`config.mk`:
```
export PLATFORM = sky130hd
export DESIGN_NAME = trace_identifier_mismatch_monitor
export DESIGN_NICKNAME = d
export VERILOG_FILES = /design/src/shared/trace_mon_pkg.sv /design/src/design/trace_store.sv /design/src/design/trace_identifier_mismatch_monitor.sv
export VERILOG_INCLUDE_DIRS = /design/src /design/src/shared
export SDC_FILE = /design/constraint.sdc
export NUM_CORES = 1
export LEC_CHECK = 0
export ABC_AREA = 1
export BUFFER_PORTS_ARGS = -buffer_cell sky130_fd_sc_hd__buf_2
export CAP_MARGIN = 0
export CORE_UTILIZATION = 40
export DETAILED_ROUTE_END_ITERATION = 8
export SYNTH_ARGS = -nofsm -noshare
export SYNTH_HDL_FRONTEND = slang
export SYNTH_SLANG_ARGS = --single-unit
```
`constraint.sdc`:
```
create_clock -name sys_clk_in -period 2.59 [get_ports sys_clk_in]
set_clock_uncertainty 0.15 [all_clocks]
set_input_delay 0.6475 -clock sys_clk_in [delete_from_list [all_inputs] [get_ports sys_clk_in]]
set_output_delay 0.6475 -clock sys_clk_in [all_outputs]
set_load 0.05 [all_outputs]
```
`src/shared/trace_mon_cfg.svh`:
```
// Constants for the trace identifier mismatch monitor.
// Assumes a single 50 MHz clock domain and a plain register port.
// Function
// - Section trace differs: raise section alarm
// - Path trace differs: raise path alarm
// - Path alarm only in manual mode
// - Manual mode compares software-written expected string
// - Auto mode learns expected from received string
// - Section mismatch may insert AIS-L, RFI-L
// - Per-port control disables AIS-L/RFI-L actions
// - Transparent: pass overhead, monitor-level section alarm
// - Path alarm severity: termination SA, monitor NSA
`ifndef TRACE_MON_CFG_SVH
`define TRACE_MON_CFG_SVH
// ==========================================
// Register offsets (word index = byte address / 4)
`define REG_CTRL 8'h00
`define REG_STATUS 8'h04
`define REG_SEC_EXP_BASE 8'h40
`define REG_PATH_EXP_BASE 8'h80
`define REG_SEC_RX_BASE 8'hC0
// ==========================================
// Control fields
`define CTRL_SEC_MODE_LSB 0
`define CTRL_PATH_MODE_LSB 2
`define CTRL_CONSEQ_DIS_BIT 4
`define CTRL_TRANSPARENT_BIT 5
`define CTRL_PATH_TERM_BIT 6
`define CTRL_RESET_VAL 32'h0000_0000
// ==========================================
// Sizes
`define TRACE_LEN 16
`endif

```
`src/shared/trace_mon_pkg.sv`:
```
// Types for the trace identifier mismatch monitor.
// Assumes trace_mon_cfg.svh supplies the numeric constants.
package trace_mon_pkg;
   // ==========================================
   // Trace mode
   typedef enum logic [1:0]
   {
      MODE_OFF = 2'b00,
      MODE_MANUAL = 2'b01,
      MODE_AUTO = 2'b11
   } trace_mode_t;
   // ==========================================
   // Receive overhead byte strobe group
   typedef struct packed
   {
      logic valid;
      logic [7:0] data;
   } oh_byte_t;
   // Alarm outputs
   typedef struct packed
   {
      logic sec_tim;
      logic mon_tim;
      logic path_tim;
      logic path_sa;
      logic ais_l;
      logic rfi_l;
   } alarm_t;
endpackage

```
`src/design/trace_store.sv`:
```
// Small trace string memory, one byte per position, registered read.
// Assumes one write port and one read port on the same clock.
`timescale 1ns/100ps
`default_nettype none
module trace_store
#(
   parameter int DEPTH = 16
)
(
   input wire logic sys_clk_in,
   input wire logic wr_en_in,
   input wire logic [$clog2(DEPTH)-1:0] wr_addr_in,
   input wire logic [7:0] wr_data_in,
   input wire logic [$clog2(DEPTH)-1:0] rd_addr_in,
   output logic [7:0] rd_data_out
);
   // Storage array
   logic [7:0] mem_ff [DEPTH];
   // ==========================================
   // Write port, no reset so it maps to RAM
   always_ff @(posedge sys_clk_in)
   begin
      if (wr_en_in)
      begin
         mem_ff[wr_addr_in] <= wr_data_in;
      end
   end
   // Registered read port
   always_ff @(posedge sys_clk_in)
   begin
      rd_data_out <= mem_ff[rd_addr_in];
   end
endmodule
`default_nettype wire

```
`src/design/trace_identifier_mismatch_monitor.sv`:
```
// Trace mismatch monitor: compares received section and path trace
// strings with expected strings, raises alarms and consequent actions.
// Assumes overhead byte strobes come from logic on sys_clk_in, each
// carrying its byte position; string check ends at position LEN-1.
//
// The strobed register port and the register addresses were chosen for this implementation.
`timescale 1ns/100ps
`default_nettype none
`include "trace_mon_cfg.svh"
module trace_identifier_mismatch_monitor
#(
   parameter int LEN = `TRACE_LEN
)
(
   input wire logic sys_clk_in,
   input wire logic rst_in,
   input wire logic [7:0] addr_in,
   input wire logic [31:0] wdata_in,
   input wire logic wr_in,
   input wire logic rd_in,
   output logic [31:0] rdata_out,
   input wire trace_mon_pkg::oh_byte_t sec_rx_in,
   input wire logic [$clog2(LEN)-1:0] sec_pos_in,
   input wire trace_mon_pkg::oh_byte_t path_rx_in,
   input wire logic [$clog2(LEN)-1:0] path_pos_in,
   input wire logic [7:0] oh_thru_in,
   output logic [7:0] oh_thru_out,
   output trace_mon_pkg::alarm_t alarm_out
);
   localparam int AW = $clog2(LEN);
   // ==========================================
   // Control register
   logic [31:0] ctrl_ff;
   // Per-string running mismatch flags
   logic sec_diff_ff;
   logic path_diff_ff;
   // Alarm register
   trace_mon_pkg::alarm_t alarm_ff;
   // Pass-through register
   logic [7:0] thru_ff;
   // Expected string memories
   logic [7:0] sec_exp [LEN];
   logic [7:0] path_exp [LEN];
   // Received section string comes back from the store below
   logic [7:0] mem_rd;
   logic [AW-1:0] rd_idx;
   logic rd_mem_sel_ff;
   trace_mon_pkg::trace_mode_t sec_mode;
   trace_mon_pkg::trace_mode_t path_mode;
   logic sec_hit;
   logic path_hit;
   logic sec_last;
   logic path_last;
   // Decoded modes
   assign sec_mode = trace_mon_pkg::trace_mode_t'(ctrl_ff[`CTRL_SEC_MODE_LSB +: 2]);
   assign path_mode = trace_mon_pkg::trace_mode_t'(ctrl_ff[`CTRL_PATH_MODE_LSB +: 2]);
   // ==========================================
   // Window decode of a string address
   function automatic logic in_window(input logic [7:0] a, input logic [7:0] base);
      // Nine bits: the top window ends at 0x100, which eight bits would wrap
      in_window = (a >= base) && ({1'b0, a} < ({1'b0, base} + 9'(LEN * 4)));
   endfunction
   // Compare a received byte with the expected one
   function automatic logic byte_miss(input logic [7:0] rx, input logic [7:0] ex);
      byte_miss = (rx != ex);
   endfunction
   assign rd_idx = addr_in[AW+1:2];
   // ==========================================
   // Control register writes
   always_ff @(posedge sys_clk_in)
   begin
      if (rst_in)
      begin
         ctrl_ff <= `CTRL_RESET_VAL;
      end
      else if (wr_in && addr_in == `REG_CTRL)
      begin
         ctrl_ff <= {25'h000_0000, wdata_in[6:0]};
      end
   end
   // ==========================================
   // Expected strings: software in manual, learned in auto
   always_ff @(posedge sys_clk_in)
   begin
      // Learning wins over a software write in the same cycle
      if (sec_rx_in.valid && sec_mode == trace_mon_pkg::MODE_AUTO)
      begin
         sec_exp[sec_pos_in] <= sec_rx_in.data;
      end
      else if (wr_in && in_window(addr_in, `REG_SEC_EXP_BASE))
      begin
         sec_exp[rd_idx] <= wdata_in[7:0];
      end
      // Path string, same arrangement
      if (path_rx_in.valid && path_mode == trace_mon_pkg::MODE_AUTO)
      begin
         path_exp[path_pos_in] <= path_rx_in.data;
      end
      else if (wr_in && in_window(addr_in, `REG_PATH_EXP_BASE))
      begin
         path_exp[rd_idx] <= wdata_in[7:0];
      end
   end
   // ==========================================
   // Byte comparisons; auto mode matches by construction
   assign sec_hit = sec_rx_in.valid && sec_mode != trace_mon_pkg::MODE_AUTO &&
                    byte_miss(sec_rx_in.data, sec_exp[sec_pos_in]);
   assign path_hit = path_rx_in.valid && path_mode == trace_mon_pkg::MODE_MANUAL &&
                     byte_miss(path_rx_in.data, path_exp[path_pos_in]);
   assign sec_last = sec_rx_in.valid && sec_pos_in == AW'(LEN - 1);
   assign path_last = path_rx_in.valid && path_pos_in == AW'(LEN - 1);
   // Accumulate mismatch across one string
   always_ff @(posedge sys_clk_in)
   begin
      if (rst_in)
      begin
         sec_diff_ff <= 1'b0;
         path_diff_ff <= 1'b0;
      end
      else
      begin
         if (sec_last)
            sec_diff_ff <= 1'b0;
         else if (sec_hit)
            sec_diff_ff <= 1'b1;
         if (path_last)
            path_diff_ff <= 1'b0;
         else if (path_hit)
            path_diff_ff <= 1'b1;
      end
   end
   // ==========================================
   // Trace alarms updated at the end of each full string; severity and actions every cycle
   always_ff @(posedge sys_clk_in)
   begin
      if (rst_in)
      begin
         alarm_ff <= '0;
      end
      else
      begin
         // Mode off clears at once, not at the next string end
         if (sec_mode == trace_mon_pkg::MODE_OFF)
         begin
            alarm_ff.sec_tim <= 1'b0;
            alarm_ff.mon_tim <= 1'b0;
         end
         else if (sec_last)
         begin
            // Transparent ports report the monitor alarm only
            alarm_ff.sec_tim <= (sec_diff_ff || sec_hit) &&
                                !ctrl_ff[`CTRL_TRANSPARENT_BIT];
            alarm_ff.mon_tim <= (sec_diff_ff || sec_hit) &&
                                ctrl_ff[`CTRL_TRANSPARENT_BIT];
         end
         // No path check, no path alarm
         if (path_mode == trace_mon_pkg::MODE_OFF)
         begin
            alarm_ff.path_tim <= 1'b0;
         end
         else if (path_last)
         begin
            alarm_ff.path_tim <= path_diff_ff || path_hit;
         end
         // Severity follows point type
         alarm_ff.path_sa <= ctrl_ff[`CTRL_PATH_TERM_BIT];
         // Consequent actions track the section alarm
         alarm_ff.ais_l <= alarm_ff.sec_tim && !ctrl_ff[`CTRL_CONSEQ_DIS_BIT];
         alarm_ff.rfi_l <= alarm_ff.sec_tim && !ctrl_ff[`CTRL_CONSEQ_DIS_BIT];
      end
   end
   // ==========================================
   // Overhead pass-through, never altered
   always_ff @(posedge sys_clk_in)
   begin
      if (rst_in)
         thru_ff <= 8'h00;
      else
         thru_ff <= oh_thru_in;
   end
   // ==========================================
   // Received string readback memory
   // Only the section string is kept; the path string is not readable
   trace_store #(.DEPTH(LEN)) u_rx_store
   (
      .sys_clk_in(sys_clk_in),
      .wr_en_in(sec_rx_in.valid),
      .wr_addr_in(sec_pos_in),
      .wr_data_in(sec_rx_in.data),
      .rd_addr_in(rd_idx),
      .rd_data_out(mem_rd)
   );
   // Remember whether a read hit the received window
   always_ff @(posedge sys_clk_in)
   begin
      if (rst_in)
         rd_mem_sel_ff <= 1'b0;
      else
         rd_mem_sel_ff <= rd_in && in_window(addr_in, `REG_SEC_RX_BASE);
   end
   // ==========================================
   // Read data, one cycle after the strobe; unmapped reads zero
   logic [31:0] rdata_ff;
   always_ff @(posedge sys_clk_in)
   begin
      if (rst_in || !rd_in)
         rdata_ff <= 32'h0000_0000;
      else if (addr_in == `REG_CTRL)
         rdata_ff <= ctrl_ff;
      else if (addr_in == `REG_STATUS)
         rdata_ff <= {26'h000_0000, alarm_ff};
      else if (in_window(addr_in, `REG_SEC_EXP_BASE))
         rdata_ff <= {24'h00_0000, sec_exp[rd_idx]};
      else if (in_window(addr_in, `REG_PATH_EXP_BASE))
         rdata_ff <= {24'h00_0000, path_exp[rd_idx]};
      // Received window and unmapped offsets read zero here
      else
         rdata_ff <= 32'h0000_0000;
   end
   assign rdata_out = rd_mem_sel_ff ? {24'h00_0000, mem_rd} : rdata_ff;
   assign alarm_out = alarm_ff;
   assign oh_thru_out = thru_ff;
endmodule
`default_nettype wire

```
==> flow_metrics.py <==
metrics = {
    "power_and_ir_drop": {
        "p_leak_nw": 8.96,
        "ir_drop_v": 0.000441,
        "powerDensity_mw_per_mm2": 658,
    },
    "global_route": {
        "grt_pass1_wl_um": 90500,
        "grt_max_degree": 61,
        "track_usage_pct": 24.0,
        "grt_pass1_vias": 15000,
        "grt_antenna_before_repair": 0,
        "grt_remaining_overflow": 0,
    },
    "synth": {
        "ys_seq_area_share_pct": 61.9,
        "ys_types": 33,
        "synthFlopType": "edfxtp_1",
        "synthCells": 2015,
        "async_flop_share_pct": 0,
        "post_synth.cell_area_avg_um2": 9.86,
        "synth_area_mm2": 0.0199,
        "ys_ff_latch": 423,
        "synth-warning-count": 0,
        "synth_edf_count": 384,
    },
    "worst_setup_path": {
        "worstSetupPathType": "flip-flop to primary output",
        "crit_required_ps": 1790,
        "r2r_slack_ps": 290,
        "crit_path_start": "rd_mem_sel_ff",
        "r2r_cells": 9,
        "r2r_start": "ctrl_ff[1]",
        "r2r-end": "sec_exp[15][7]",
        "cp.arrival_ps": 1710,
        "cp-endpoint": "rdata_out[7]",
        "cp_max_fo": 8,
        "end_kind": "primary output",
        "worst_setup_path_start_kind": "flip-flop",
    },
    "floorplan": {
        "start_util_pct": 40.6,
        "num_rows": 81,
        "dieArea_mm2": 0.0506,
        "die_height_um": 225,
        "num_io_pins": 124,
        "core_mm2": 0.0490,
        "die_w_um": 225,
    },
    "placed_design": {
        "hpwl_um": 41100,
        "dpl_cell_area_mm2": 0.0222,
        "gp_congestion": 0.906,
        "dp_worst_setup_slack_ps": -199,
        "port_buffers": 75,
    },
    "clock_tree": {
        "cts_root_buffer": "clkbuf_16",
        "tritoncts": "done",
        "hold_buffers": 0,
        "cts_setup_buffers": 0,
        "cts_max_level": 2,
        "clk_pin_slew_ps": 50,
        "cts_buffers": 45,
        "clock_path_buffers": 3,
        "cts_resized": 0,
        "clkLatencyLatePin_ps": 590,
        "clkSinkCount": 423,
    },
    "timing": {
        "fin_crit_sh_pct": 96.7,
        "rsz0062_at_grt": "false",
        "hold_violations": 0,
        "tightest_slew_ps": 1100,
        "relSlewSlack_pct": 26.4,
        "fin_tns_setup_ps": 0,
        "setup_viol": 0,
        "fmax_mhz": 399,
        "fin_hold_ws_ps": 122,
        "drv_slew": 0,
        "min_period_ps": 2500,
        "final.setup.worst_slack_ps": 86.5,
    },
    "routing": {
        "drc_errors": 0,
        "drt-wirelength-per-cell_um": 21.1,
        "drt_iter0_markers": 1879,
        "vias": 16100,
        "avgViaCountPerCell": 5.57,
        "dr.pass1.iters": 8,
        "routed_wl_um": 60700,
        "antenna_left": 0,
    },
    "job": {
        "drv_cap": 0,
    },
    "cells_and_area": {
        "nets": 2264,
        "post-route-cell-area_mm2": 0.0236,
        "drive_gt1_share_pct": 15.7,
        "area_growth_syn_to_layout_pct": 18.9,
        "num_antenna_cells": 0,
    },
    "worst_hold_path": {
        "holdCritPathClass": "input port to flip-flop",
    },
    "status": {
        "outcome": "finished, final reports clean",
    },
}
cell usage after synthesis, types with 7 or more instances:
cell type  count  area, µm²
clkbuf_1      51        191
buf_1         11       41.3
o21ai_0      200       1000
nand2_1      460       1730
o2111ai_1     13        114
a21oi_1       98        490
edfxtp_1     384      11500
o211ai_1      90        676
nor3_1        14       70.1
o21ai_1       13       65.1
nand4_1       11       68.8
mux2_2         8       90.1
inv_1        134        503
inv_2          7       26.3
buf_2         41        205
o221ai_1      18        158
buf_6         11        124
buf_4         34        255
dfxtp_1       39        781
nand3_1      190        951
nor2_1       162        608
registers in the layout, indices dropped and copies added, names as in the netlist:
name	cells
rd_mem_sel_ff	1
path_exp	128
alarm_out	5
rdata_ff	8
ctrl_ff	7
path_diff_ff	1
sec_diff_ff	1
u_rx_store.mem_ff	128
oh_thru_out	8
u_rx_store.rd_data_out	8
sec_exp	128
report_power, final:
group	leakage, nW	switching [mW]	internal [mW]
clock	0.684	2.67	3.63
combinational	4.53	1.15	0.498
sequential	3.75	0.0299	7.58
total	8.96	3.85	11.7
layer usage:
layer	global-route usage [%]	up-vias	wire length (µm)
li1	-	7398	-
met1	32.1	7738	24500
met2	38.9	785	28800
met3	3.94	136	5400
met4	9.30	0	1980
met5	0	-	0
area by class of cell:
| class | count | area, µm² |
|---|---|---|
| Fill cell | 4416 | 25300 |
| Sequential cell | 423 | 12300 |
| Multi-Input combinational cell | 1324 | 6340 |
| Timing Repair Buffer | 249 | 2190 |
| Clock buffer | 61 | 1230 |
| Tap cell | 664 | 831 |
| Inverter | 143 | 539 |
| Clock inverter | 20 | 199 |
how the worst min path moves through the flow:
| stage | slack (ps) | startpoint | endpoint | cells after the start |
|---|---|---|---|---|
| after detailed placement | 300 | ctrl_ff[4] | alarm_out[0] | 1 |
| after global routing | 120 | oh_thru_in[7] | oh_thru_out[7] | 3 |
| after floorplan | 260 | ctrl_ff[4] | alarm_out[0] | 1 |
| after global placement | 290 | ctrl_ff[6] | alarm_out[2] | 2 |
| final | 120 | oh_thru_in[6] | oh_thru_out[6] | 3 |
| after CTS | 100 | oh_thru_in[6] | oh_thru_out[6] | 3 |
critical path: stages, from the launching register on:
cell and delay, ps:
dfxtp_1 520, mux2_2 400, buf_2 210
cell usage in the layout (no fill, tap or decap), drive strengths merged:
master	n
conb	24
mux2	8
clkbuf	61
a41oi	6
nor3	15
o211ai	90
a21oi	98
o311ai	1
buf	249
nand2	460
a31oi	1
dfxtp	39
o2111ai	13
bufinv	3
o21ai	215
nand3	190
clkinvlp	3
o221ai	18
nor2	166
nand3b	5
nor4	1
edfxtp	384
clkinv	17
nand4	11
a21boi	1
inv	140
o221a	1
through the flow:
step	total power [mW]	cells	utilization (%)
final	15.6	2884	48.3
after global routing	16.0	2884	48.3
after CTS	15.6	2884	48.3
after detailed placement	9.38	2803	45.4
after global placement	9.35	2803	45.4
after floorplan	8.72	2038	-
logic make-up after synthesis:
| family | count (synthesis) | share of synthesized area [%] |
|---|---|---|
| buffers and inverters | 291 | 6.81 |
| and+or+nand+nor | 848 | 17.7 |
| AOI/OAI and AO/OA | 444 | 13.1 |
| muxes | 8 | 0.453 |
| other | 1 | 0.0189 |
| DFF | 423 | 61.9 |
Power figures use the tool's default switching activity.
